$ cat src/rtl/rtcal_pkg.sv
// Constants and types of the alarm time/date match block
package rtcal_pkg;

  // Register byte addresses
  localparam logic [7:0] ADDR_TIME = 8'h00;
  localparam logic [7:0] ADDR_DATE = 8'h04;
  localparam logic [7:0] ADDR_CTRL = 8'h08;
  localparam logic [7:0] ADDR_STAT = 8'h0c;
  localparam logic [7:0] ADDR_IMSK = 8'h10;

  // Implemented bits and field masks of the time and date words
  localparam logic [31:0] TIME_IMPL   = 32'h3f7f7f00;
  localparam logic [31:0] DATE_IMPL   = 32'h001f3f07;
  localparam logic [31:0] HOUR_MASK   = 32'h3f000000;
  localparam logic [31:0] MIN_T_MASK  = 32'h00700000;
  localparam logic [31:0] MIN_O_MASK  = 32'h000f0000;
  localparam logic [31:0] SEC_T_MASK  = 32'h00007000;
  localparam logic [31:0] SEC_O_MASK  = 32'h00000f00;
  localparam logic [31:0] MON_MASK    = 32'h001f0000;
  localparam logic [31:0] DAY_MASK    = 32'h00003f00;
  localparam logic [31:0] WDAY_MASK   = 32'h00000007;
  localparam logic [31:0] TIME_RESET  = 32'h00000000;
  localparam logic [31:0] DATE_RESET  = 32'h00000000;
  localparam logic [31:0] ZERO_WORD   = 32'h00000000;

  // Alarm control word layout
  localparam int CTRL_ARM_BIT  = 15;
  localparam int CTRL_WRAP_BIT = 14;
  localparam int CTRL_PIV_BIT  = 13;
  localparam int CTRL_MM_LSB   = 8;
  localparam int CTRL_MM_W     = 4;
  localparam int CTRL_CNT_LSB  = 0;
  localparam int CTRL_CNT_W    = 8;
  localparam logic [7:0] COUNT_ZERO = 8'h00;
  localparam logic [7:0] COUNT_MAX  = 8'hff;
  localparam logic [7:0] COUNT_ONE  = 8'h01;

  // Interrupt status and mask layout
  localparam int IRQ_W        = 2;
  localparam int IRQ_EVENT    = 0;
  localparam int IRQ_DONE     = 1;
  localparam logic [IRQ_W-1:0] IRQ_NONE = 2'h0;

  // Bus responses
  localparam logic [1:0] RESP_OKAY   = 2'h0;
  localparam logic [1:0] RESP_SLVERR = 2'h2;

  typedef enum logic [3:0] {
    MM_HALF  = 4'h0,
    MM_SEC   = 4'h1,
    MM_SECOND_TENS_DIGIT = 4'h2,
    MM_MIN   = 4'h3,
    MM_MINUTE_TENS_DIGIT = 4'h4,
    MM_HOUR  = 4'h5,
    MM_DAY   = 4'h6,
    MM_WEEK  = 4'h7,
    MM_MONTH = 4'h8,
    MM_YEAR  = 4'h9
  } rtcal_mode_e;

endpackage : rtcal_pkg

$ cat src/rtl/rtcal_match.sv
// Field comparator of the alarm against the running clock and calendar
`timescale 1ns/1ps
module rtcal_match
  import rtcal_pkg::*;
(
  // Running clock
  input  wire logic        half_tick,
  input  wire logic        half_phase,
  input  wire logic [31:0] now_time,
  input  wire logic [31:0] now_date,
  // Alarm setting
  input  wire logic [3:0]  match_mask,
  input  wire logic [31:0] alarm_time,
  input  wire logic [31:0] alarm_date,
  // Result
  output logic             hit
);

  logic [31:0] need_t;
  logic [31:0] need_d;
  logic        legal;
  logic        whole_sec;

  always_comb begin
    need_t    = ZERO_WORD;
    need_d    = ZERO_WORD;
    legal     = 1'b1;
    whole_sec = 1'b1;
    // From ten seconds up, each longer period adds the next field to compare, except that month compares the day in place of the weekday
    case (rtcal_mode_e'(match_mask))
      MM_HALF:  whole_sec = 1'b0;
      MM_SEC:   need_t = ZERO_WORD;
      MM_SECOND_TENS_DIGIT: need_t = SEC_O_MASK;
      MM_MIN:   need_t = SEC_O_MASK | SEC_T_MASK;
      MM_MINUTE_TENS_DIGIT: need_t = SEC_O_MASK | SEC_T_MASK | MIN_O_MASK;
      MM_HOUR:  need_t = TIME_IMPL & ~HOUR_MASK;
      MM_DAY:   need_t = TIME_IMPL;
      MM_WEEK: begin
        need_t = TIME_IMPL;
        need_d = WDAY_MASK;
      end
      MM_MONTH: begin
        need_t = TIME_IMPL;
        need_d = DAY_MASK;
      end
      MM_YEAR: begin
        need_t = TIME_IMPL;
        need_d = DAY_MASK | MON_MASK;
      end
      default:  legal = 1'b0;
    endcase
    // Whole-second periods only fire as a new second begins
    hit = half_tick && legal && !(whole_sec && half_phase)
          && (((alarm_time ^ now_time) & need_t) == ZERO_WORD)
          && (((alarm_date ^ now_date) & need_d) == ZERO_WORD);
  end

endmodule : rtcal_match

$ cat src/rtl/rtcal_alarm.sv
// Alarm time/date registers, match engine and AXI4-Lite slave
`timescale 1ns/1ps
module rtcal_alarm
  import rtcal_pkg::*;
(
  // Clock and reset
  input  wire logic        clk,
  input  wire logic        nrst,
  // AXI4-Lite write
  input  wire logic        awvalid,
  output logic             awready,
  input  wire logic [7:0]  awaddr,
  input  wire logic        wvalid,
  output logic             wready,
  input  wire logic [31:0] wdata,
  input  wire logic [3:0]  wstrb,
  output logic             bvalid,
  input  wire logic        bready,
  output logic [1:0]       bresp,
  // AXI4-Lite read
  input  wire logic        arvalid,
  output logic             arready,
  input  wire logic [7:0]  araddr,
  output logic             rvalid,
  input  wire logic        rready,
  output logic [31:0]      rdata,
  output logic [1:0]       rresp,
  // Running clock and calendar
  input  wire logic        half_tick,
  input  wire logic        half_phase,
  input  wire logic [31:0] now_time,
  input  wire logic [31:0] now_date,
  // Alarm outputs
  output logic             alarm_event,
  output logic             alarm_pulse,
  output logic             alarm_armed,
  output logic             irq
);

  function automatic logic [31:0] merge(input logic [31:0] old_v,
                                        input logic [31:0] new_v,
                                        input logic [3:0]  strb);
    logic [31:0] res;
    res = old_v;
    for (int i = 0; i < 4; i++) begin
      if (strb[i]) begin
        res[i*8 +: 8] = new_v[i*8 +: 8];
      end
    end
    return res;
  endfunction : merge

  // Bus state
  logic        awready_reg, awready_next;
  logic        wready_reg, wready_next;
  logic        bvalid_reg, bvalid_next;
  logic [1:0]  bresp_reg, bresp_next;
  logic        arready_reg, arready_next;
  logic        rvalid_reg, rvalid_next;
  logic [31:0] rdata_reg, rdata_next;
  logic [1:0]  rresp_reg, rresp_next;
  logic        aw_held_reg, aw_held_next;
  logic        w_held_reg, w_held_next;
  logic [7:0]  waddr_reg, waddr_next;
  logic [31:0] wdata_reg, wdata_next;
  logic [3:0]  wstrb_reg, wstrb_next;

  // Alarm state
  logic [31:0]      time_reg, time_next;
  logic [31:0]      date_reg, date_next;
  logic             arm_reg, arm_next;
  logic             wrap_reg, wrap_next;
  logic             piv_reg, piv_next;
  logic [3:0]       mm_reg, mm_next;
  logic [7:0]       cnt_reg, cnt_next;
  logic             pulse_reg, pulse_next;
  logic [IRQ_W-1:0] stat_reg, stat_next;
  logic [IRQ_W-1:0] imsk_reg, imsk_next;
  logic             irq_reg, irq_next;
  logic             event_reg, event_next;

  logic        wr_go;
  logic        hit;
  logic        fire;
  logic [31:0] ctrl_word;
  logic [31:0] rd_word;
  logic        rd_ok;
  logic        wr_ok;
  logic [31:0] cval;
  logic [31:0] wval;

  rtcal_match u_match (
    .half_tick  (half_tick),
    .half_phase (half_phase),
    .now_time   (now_time),
    .now_date   (now_date),
    .match_mask (mm_reg),
    .alarm_time (time_reg),
    .alarm_date (date_reg),
    .hit        (hit)
  );

  assign wr_go = aw_held_reg && w_held_reg && !bvalid_reg;
  assign fire  = arm_reg && hit;

  // Armed: the initial-level bit reads back the live pulse
  always_comb begin
    ctrl_word = ZERO_WORD;
    ctrl_word[CTRL_ARM_BIT]  = arm_reg;
    ctrl_word[CTRL_WRAP_BIT] = wrap_reg;
    ctrl_word[CTRL_PIV_BIT]  = arm_reg ? pulse_reg : piv_reg;
    ctrl_word[CTRL_MM_LSB +: CTRL_MM_W]   = mm_reg;
    ctrl_word[CTRL_CNT_LSB +: CTRL_CNT_W] = cnt_reg;
  end

  always_comb begin
    rd_word = ZERO_WORD;
    rd_ok   = 1'b1;
    case (araddr)
      ADDR_TIME: rd_word = time_reg & TIME_IMPL;
      ADDR_DATE: rd_word = date_reg & DATE_IMPL;
      ADDR_CTRL: rd_word = ctrl_word;
      ADDR_STAT: rd_word = {{(32-IRQ_W){1'b0}}, stat_reg};
      ADDR_IMSK: rd_word = {{(32-IRQ_W){1'b0}}, imsk_reg};
      default:   rd_ok   = 1'b0;
    endcase
  end

  assign wr_ok = (waddr_reg == ADDR_TIME) || (waddr_reg == ADDR_DATE) ||
                 (waddr_reg == ADDR_CTRL) || (waddr_reg == ADDR_STAT) ||
                 (waddr_reg == ADDR_IMSK);

  // Bus channels; address and data are taken in either order
  always_comb begin
    aw_held_next = aw_held_reg;
    w_held_next  = w_held_reg;
    waddr_next   = waddr_reg;
    wdata_next   = wdata_reg;
    wstrb_next   = wstrb_reg;
    bvalid_next  = bvalid_reg;
    bresp_next   = bresp_reg;
    rvalid_next  = rvalid_reg;
    rdata_next   = rdata_reg;
    rresp_next   = rresp_reg;
    if (awvalid && awready_reg) begin
      aw_held_next = 1'b1;
      waddr_next   = awaddr;
    end
    if (wvalid && wready_reg) begin
      w_held_next = 1'b1;
      wdata_next  = wdata;
      wstrb_next  = wstrb;
    end
    if (bvalid_reg && bready) begin
      bvalid_next = 1'b0;
    end
    if (wr_go) begin
      aw_held_next = 1'b0;
      w_held_next  = 1'b0;
      bvalid_next  = 1'b1;
      bresp_next   = wr_ok ? RESP_OKAY : RESP_SLVERR;
    end
    if (rvalid_reg && rready) begin
      rvalid_next = 1'b0;
    end
    if (arvalid && arready_reg) begin
      rvalid_next = 1'b1;
      rdata_next  = rd_word;
      rresp_next  = rd_ok ? RESP_OKAY : RESP_SLVERR;
    end
    awready_next = !aw_held_next && !bvalid_next;
    wready_next  = !w_held_next && !bvalid_next;
    arready_next = !rvalid_next;
  end

  always_ff @(posedge clk or negedge nrst) begin
    if (!nrst) begin
      awready_reg <= 1'b1;
      wready_reg  <= 1'b1;
      bvalid_reg  <= 1'b0;
      bresp_reg   <= RESP_OKAY;
      arready_reg <= 1'b1;
      rvalid_reg  <= 1'b0;
      rdata_reg   <= ZERO_WORD;
      rresp_reg   <= RESP_OKAY;
      aw_held_reg <= 1'b0;
      w_held_reg  <= 1'b0;
      waddr_reg   <= ADDR_TIME;
      wdata_reg   <= ZERO_WORD;
      wstrb_reg   <= 4'h0;
    end else begin
      awready_reg <= awready_next;
      wready_reg  <= wready_next;
      bvalid_reg  <= bvalid_next;
      bresp_reg   <= bresp_next;
      arready_reg <= arready_next;
      rvalid_reg  <= rvalid_next;
      rdata_reg   <= rdata_next;
      rresp_reg   <= rresp_next;
      aw_held_reg <= aw_held_next;
      w_held_reg  <= w_held_next;
      waddr_reg   <= waddr_next;
      wdata_reg   <= wdata_next;
      wstrb_reg   <= wstrb_next;
    end
  end

  // Alarm registers; a same-cycle event overrides a software write
  always_comb begin
    time_next  = time_reg;
    date_next  = date_reg;
    arm_next   = arm_reg;
    wrap_next  = wrap_reg;
    piv_next   = piv_reg;
    mm_next    = mm_reg;
    cnt_next   = cnt_reg;
    pulse_next = pulse_reg;
    stat_next  = stat_reg;
    imsk_next  = imsk_reg;
    event_next = 1'b0;
    cval       = merge(ctrl_word, wdata_reg, wstrb_reg);
    wval       = merge(ZERO_WORD, wdata_reg, wstrb_reg);
    if (wr_go) begin
      case (waddr_reg)
        ADDR_TIME: time_next = merge(time_reg, wdata_reg, wstrb_reg)
                               & TIME_IMPL;
        ADDR_DATE: date_next = merge(date_reg, wdata_reg, wstrb_reg)
                               & DATE_IMPL;
        ADDR_CTRL: begin
          arm_next  = cval[CTRL_ARM_BIT];
          wrap_next = cval[CTRL_WRAP_BIT];
          mm_next   = cval[CTRL_MM_LSB +: CTRL_MM_W];
          cnt_next  = cval[CTRL_CNT_LSB +: CTRL_CNT_W];
          if (!arm_reg) begin
            piv_next = cval[CTRL_PIV_BIT];
          end
        end
        ADDR_STAT: stat_next = stat_reg & ~wval[IRQ_W-1:0];
        ADDR_IMSK: imsk_next = wval[IRQ_W-1:0];
        default: ;
      endcase
    end
    if (fire) begin
      event_next = 1'b1;
      pulse_next = !pulse_reg;
      stat_next[IRQ_EVENT] = 1'b1;
      if (cnt_reg != COUNT_ZERO) begin
        cnt_next = cnt_reg - COUNT_ONE;
      end else if (wrap_reg) begin
        cnt_next = COUNT_MAX;
      end else begin
        cnt_next = COUNT_ZERO;
        arm_next = 1'b0;
        stat_next[IRQ_DONE] = 1'b1;
      end
    end
    // Disarmed, or disarming in this cycle: the pulse starts from the new level
    if (!arm_reg || !arm_next) begin
      pulse_next = piv_next;
    end
    irq_next = |(stat_next & imsk_next);
  end

  always_ff @(posedge clk or negedge nrst) begin
    if (!nrst) begin
      time_reg  <= TIME_RESET;
      date_reg  <= DATE_RESET;
      arm_reg   <= 1'b0;
      wrap_reg  <= 1'b0;
      piv_reg   <= 1'b0;
      mm_reg    <= MM_HALF;
      cnt_reg   <= COUNT_ZERO;
      pulse_reg <= 1'b0;
      stat_reg  <= IRQ_NONE;
      imsk_reg  <= IRQ_NONE;
      irq_reg   <= 1'b0;
      event_reg <= 1'b0;
    end else begin
      time_reg  <= time_next;
      date_reg  <= date_next;
      arm_reg   <= arm_next;
      wrap_reg  <= wrap_next;
      piv_reg   <= piv_next;
      mm_reg    <= mm_next;
      cnt_reg   <= cnt_next;
      pulse_reg <= pulse_next;
      stat_reg  <= stat_next;
      imsk_reg  <= imsk_next;
      irq_reg   <= irq_next;
      event_reg <= event_next;
    end
  end

  assign awready     = awready_reg;
  assign wready      = wready_reg;
  assign bvalid      = bvalid_reg;
  assign bresp       = bresp_reg;
  assign arready     = arready_reg;
  assign rvalid      = rvalid_reg;
  assign rdata       = rdata_reg;
  assign rresp       = rresp_reg;
  assign alarm_event = event_reg;
  assign alarm_pulse = pulse_reg;
  assign alarm_armed = arm_reg;
  assign irq         = irq_reg;
endmodule : rtcal_alarm

$ cat config.mk
export PLATFORM = sky130hd
export DESIGN_NAME = rtcal_alarm
export DESIGN_NICKNAME = d
export VERILOG_FILES = /design/src/rtl/rtcal_pkg.sv /design/src/rtl/rtcal_match.sv /design/src/rtl/rtcal_alarm.sv
export SDC_FILE = /design/constraint.sdc
export NUM_CORES = 1
export LEC_CHECK = 0
export BUFFER_PORTS_ARGS = -buffer_cell sky130_fd_sc_hd__buf_2
export CAP_MARGIN = 20
export CORE_MARGIN = 4
export CORE_UTILIZATION = 35
export CTS_BUF_LIST = sky130_fd_sc_hd__clkbuf_16
export CTS_CLUSTER_DIAMETER = 80
export DETAILED_ROUTE_END_ITERATION = 8
export GPL_ROUTABILITY_DRIVEN = 0
export PLACE_DENSITY = 0.64
export SLEW_MARGIN = 30
export SYNTH_ARGS = -nofsm -noshare
export SYNTH_HDL_FRONTEND = slang
export SYNTH_SLANG_ARGS = --single-unit
export TNS_END_PERCENT = 50
$ cat constraint.sdc
create_clock -name clk -period 3.1 [get_ports clk]
set_clock_uncertainty 0.1 [all_clocks]
set_input_delay 0.465 -clock clk [delete_from_list [all_inputs] [get_ports clk]]
set_output_delay 0.465 -clock clk [all_outputs]
set_load 0.01 [all_outputs]
==> results of run 1 <==
[final cells by class]
class	count	area [um^2]	area share, %
flip-flops and latches	135	3380	43.6
multi-input cells	348	2720	35.1
repair buffers	140	742	9.56
clock buffers	17	425	5.48
well taps	225	282	3.63
clock inverters	15	171	2.21
inverters	9	33.8	0.435
diodes	2	5.00	0.0645
[critical path, cell delays in order (launching register included)]
cell and delay [ps]:
dfrtp_1 410, xnor2_1 180, nand4_1 210, or3_1 400, a221oi_1 420, nand2_1 380, o21ai_0 400, a22o_1 180
[metal layers]
| layer | track usage [%] | routed length [um] | share of wire [%] | vias up |
|---|---|---|---|---|
| met2 | 25.3 | 7380 | 47 | 133 |
| met5 | 0 | 22 | 0.14 | - |
| met4 | 6.26 | 353 | 2.2 | 4 |
| li1 | - | - | - | 2110 |
| met3 | 4.92 | 922 | 5.8 | 28 |
| met1 | 21.5 | 7110 | 45 | 2241 |
[cell families after synthesis]
group,count (synthesis),share of synthesized area [%]
flops,135,54.3
simple gates,111,9.90
mux,107,18.9
compound gates,85,8.81
xor+xnor,38,5.34
buf+inv,31,2.29
fa+ha+maj,2,0.401
other cells,1,0.0602
[placed cells by master (no fill, tap or decap), types with 7 or more instances in the layout]
cell,synthesis,routed
o21ai_0,29,29
dfrtp_1,132,132
buf_4,6,8
mux2i_1,20,20
o31ai_1,7,7
nor3_1,12,12
inv_1,9,14
nor2_1,17,17
clkbuf_16,0,17
xor2_1,22,22
a21oi_1,15,15
nand3_1,8,8
buf_2,3,130
nand2_1,33,33
mux2_2,87,87
xnor2_1,16,16
a22o_1,17,17
[power by group]
group	total (mW)	leakage [nW]	internal [mW]	switching (mW)
combinational	1.23	1.70	0.658	0.576
sequential	2.63	1.73	2.21	0.424
clock	2.05	0.304	1.32	0.730
total	5.91	3.73	4.19	1.73
[metrics by stage]
| step | instances | area, um^2 | worst slack (ps) | hold WS (ps) |
|---|---|---|---|---|
| floorplan | 514 | 6250 | 778 | 69.4 |
| global placement | 857 | 7160 | 306 | 319 |
| detailed placement | 857 | 7160 | 209 | 320 |
| CTS | 889 | 7760 | 360 | 15.5 |
| global route | 891 | 7760 | 79.4 | 35.6 |
| finish | 891 | 7760 | 358 | -10.1 |
[worst max-delay path by stage]
stage / slack (ps) / cells past startpoint / end / start
2_1_floorplan: 780 / 8 / cnt_reg[2]$_DFFE_PN0P_ / waddr_reg[0]$_DFFE_PN0P_
3_3_place_gp: 310 / 8 / irq$_DFF_PN0_ / now_time[8]
3_5_place_dp: 210 / 8 / irq$_DFF_PN0_ / now_time[8]
4_1_cts: 360 / 7 / irq$_DFF_PN0_ / time_reg[8]$_DFFE_PN0P_
5_1_grt: 80 / 7 / irq$_DFF_PN0_ / time_reg[9]$_DFFE_PN0P_
6_report: 360 / 7 / irq$_DFF_PN0_ / time_reg[8]$_DFFE_PN0P_
==> impl_results.md, run 1 <==
- Status: finished with violations
- Failing checks: hold timing
- Leading post-synthesis cells by cell area: dfrtp_1, mux2_2, mux2i_1
- Initial antenna violation count: 4
- Clock Sinks: about 140
- Most numerous cell in the Yosys netlist: dfrtp_1
- Critical Path RT: roughly 3400 ps
- Initial cell density of the core: approximately 36%
- Final setup TNS: 0 ps
- Gr usage total: about 16%
- Postcts setup bufs: 0
- Synth Warn #: 0
- Final ANT Viol Nets: 0
- Largest net degree at the start of global routing: between 80 and 90
- Worst reg2reg startpoint: time_reg[8]$_DFFE_PN0P_
- Worst Reg-to-Reg Cells: 7
- Die footprint: 20000 um^2
- Share of cells above drive strength 1: 40.1%
- H-tree Lvls: 4
- Hold-fix buffers, CTS: 0
- Top post-synthesis cells by count: dfrtp_1, mux2_2, nand2_1
- Highest clock rate: between 0.3 and 0.4 GHz
- Worst Max-Slew Pin Slew: 748 ps
- Top FF cell, synth: dfrtp_1
- Worst setup EP type: flip-flop
- # DRC: 0
- Finished Core Util: between 40 and 50%
- GR Overflow Total: 0
- Period utilization: between 80% and 90%
- Reg2Reg Setup Slack: between 300 and 400 ps
- Top cell type's share of synthesized area: between 50% and 60%
- IO Pins: 170
- Synth cell types: 55
- Vias per cell: 5.07
- WL/cell: around 18 um
- Fin. Hold Viols: 5
- EDFF count, synth: 0
- Nets: 778
- VDD IR-drop max: 0.000467 V
- WS Path Type: flip-flop to flip-flop
- Synthesized flop and latch total: 135
- Vias in the first global route: just under 5k
- Final Slew Violations: 0
- Synth Instances: 510
- Via Count: ~4.5k
- Fillers: between 1.5k and 2k
- Worst-Skew Late Latency: 420 ps
- HP Class: input port to asynchronous set/reset pin
- Post-route minimum period: about 2700 ps
- Setup violators final: 0
- Port bufs: 131
- Final HPWL DP: around 12000 um
- Syn-to-layout area delta: 24.6%
- RSZ-0062 raised after global routing: no
- Sequential-to-total area share from yosys stat: a little over half
- Syn avg cell area: 12.2 um^2
- Power per standard cell area: between 700 and 800 nW/um^2
- WL final: 15800 um
- Slew margin rel.: about half
- Arrival time worst endpoint: ~3000 ps
- FF-to-FF End: irq$_DFF_PN0_
- CTS clk-pin slew, worst paths: about 60 ps
- Die width: 141 um
- Tot Pwr: around 6 mW
- Post-cts resize count: 0
- Total iterations of the first detailed-routing run: 4
- First-pass GRT wire length: roughly 25000 um
- DR iter-0 viols: 208
- # rows: 48
- Chip height: between 100 and 150 um
- Hold_ws: -10.1 ps
- Mapped cell area: between 6000 and 7000 um^2
- Startpoint types: flip-flop
- Critical path peak fanout: 13
- Num CTS Buffers: 17
- Root Driver: clkbuf_16
- Asr flop ratio synth: between 90% and 100%
- Leading area contributor after synthesis: dfrtp_1
- Static leakage: 3.73 nW
- MaxCap Viol Count: 0
- CTS tree: done
- Core Region: ~17000 um^2
- Maximum root-to-sink buffer count: 2
Note: power is estimated with default switching activity, not from simulation.
==> run 2, diff against run 1 <==
--- a/config.mk
+++ b/config.mk
@@ -13,7 +13,6 @@
 export CTS_CLUSTER_DIAMETER = 80
 export DETAILED_ROUTE_END_ITERATION = 8
 export GPL_ROUTABILITY_DRIVEN = 0
-export PLACE_DENSITY = 0.64
 export SLEW_MARGIN = 30
 export SYNTH_ARGS = -nofsm -noshare
 export SYNTH_HDL_FRONTEND = slang
==> impl_results.md, run 2 (synthesis gave the netlist of run 1 again) <==
- Status: finished clean
- Final HPWL DP: ~12000 um
- Slew margin rel.: about 56%
- Maximum root-to-sink buffer count: 2
- Critical path peak fanout: 5
- Syn-to-layout area delta: 24.3%
- Chip height: between 100 and 150 um
- Gr usage total: 16.6%
- Reg area: 3380 um^2
- Highest clock rate: 0.385 GHz
- Hold Crit Depth: 2
- GR Overflow Total: 0
- HP Class: input port to flip-flop
- IO Pins: 170
- Critical Path RT: 3280 ps
- Period utilization: a little over four fifths
- Most common cell after layout, fill and taps aside: dfrtp_1
- Fillers: roughly 1.6k
- Switching Fraction: 30.7%
- Post-Layout Cell Count: 890
- RSZ-0062 raised after global routing: no
- Worst Max-Slew Pin Slew: roughly 660 ps
- WL/cell: around 18 um
- Via Count: approximately 4.5k
- Worst Reg-to-Reg Cells: 7
- # rows: 48
- Vias per cell: approximately 5.0
- Startpoint types: flip-flop
- CTS tree: done
- Final setup TNS: 0 ps
- Num CTS Buffers: 17
- Static leakage: roughly 3.7 nW
- Clock Sinks: between 100 and 150
- Comb pwr share: about a fifth
- Share of cells above drive strength 1: between 40% and 50%
- VDD IR-drop max: roughly 0.00047 V
- Die width: roughly 140 um
- Setup violators final: 0
- Core Region: about 17000 um^2
- Port bufs: 131
- WL final: between 15000 and 20000 um
- Post-cts resize count: 0
- Largest net degree at the start of global routing: 73
- Sw Pwr: 1.80 mW
- Internal: 4.05 mW
- Power per standard cell area: roughly 750 nW/um^2
- Area of the multi-input gates: 2720 um^2
- Clock power share: 33.7%
- Hold_ws: between 100 and 150 ps
- Placed instance area: between 7000 and 8000 um^2
- Worst-Skew Late Latency: between 400 and 500 ps
- Final Slew Violations: 0
- Worst setup EP type: flip-flop
- DR iter-0 viols: 215
- MaxCap Viol Count: 0
- Post-route minimum period: between 2000 and 3000 ps
- Vias in the first global route: around 4.7k
- Initial antenna violation count: 4
- WS Path Type: flip-flop to flip-flop
- Nets: 778
- Die footprint: 20000 um^2
- Final ANT Viol Nets: 0
- Placed Cells: about 860
- Fin. Hold Viols: 0
- Total iterations of the first detailed-routing run: 4
- Final Cell Area: ~7700 um^2
- Most frequent cells in the layout: dfrtp_1, buf_2, mux2_2, nand2_1, o21ai_0
- Root Driver: clkbuf_16
- Initial cell density of the core: a little over a third
- CTS clk-pin slew, worst paths: 60 ps
- Arrival time worst endpoint: roughly 2800 ps
- # DRC: 0
- Reg2Reg Setup Slack: about 500 ps
- H-tree Lvls: 4
- First-pass GRT wire length: 25700 um
- Share of power burned in registers: between 40% and 50%
- Finished Core Util: 44.6%
[run 2: cell types whose count changed in the layout (fill, tap and decap cells not counted)]
cell	change
dlygate4sd3_1	+1
clkinv_4	+3
clkinvlp_4	+3
inv_1	-5
buf_4	-1
inv_6	+2
diode_2	-1
clkinv_2	-1
bufinv_16	-2
[run 2: critical path: stages, from the launching register on]
cell and delay [ps]:
dfrtp_1 380, or4_4 560, nor4_4 290, nand2_2 150, nor3b_2 460, mux2_2 390
nand2_1 60, o21ai_0 70
[run 2: final timing paths]
check,from,to
max,waddr_reg[0]$_DFFE_PN0P_,cnt_reg[4]$_DFFE_PN0P_
min,awvalid,awready$_DFF_PN1_
max reg2reg,waddr_reg[0]$_DFFE_PN0P_,cnt_reg[4]$_DFFE_PN0P_
min reg2reg,aw_held_reg$_DFF_PN0_,awready$_DFF_PN1_
max in group asynchronous,nrst,awready$_DFF_PN1_
min in group asynchronous,nrst,rvalid$_DFF_PN0_
[run 2: what timing repair did]
| item | in CTS | in global routing |
|---|---|---|
| setup buffers | 0 | 0 |
| hold endpoints to repair | 70 | 0 |
| hold buffers | 1 | 0 |
[run 2: stage by stage]
stage | power [mW] | setup WS (ps)
after floorplan | 3.44 | 778
after global placement | 3.84 | 461
after detailed placement | 3.92 | 438
after CTS | 5.91 | 467
after global routing | 6.19 | 292
final | 5.85 | 501
[run 2: cell type report]
type | count | area share [%]
Clock buffer | 17 | 5.49
Antenna cell | 1 | 0.0323
Timing Repair Buffer | 140 | 9.61
Sequential cell | 135 | 43.7
Tap cell | 225 | 3.63
Clock inverter | 15 | 1.99
Inverter | 9 | 0.436
Multi-Input combinational cell | 348 | 35.1
[run 2: power by group through the flow]
stage | Clock, mW | Sequential (mW) | Combinational [mW]
after detailed placement | 0 | 2.66 | 1.26
after global placement | 0 | 2.63 | 1.21
final | 1.97 | 2.63 | 1.25
after floorplan | 0 | 2.52 | 0.921
after CTS | 2.02 | 2.63 | 1.27
after global routing | 2.10 | 2.70 | 1.39
[run 2: per-layer routing]
metal	routed length, um	global-route usage [%]
met2	7480	25.9
met5	29	0
met1	7400	21.9
met3	886	4.85
met4	374	6.01
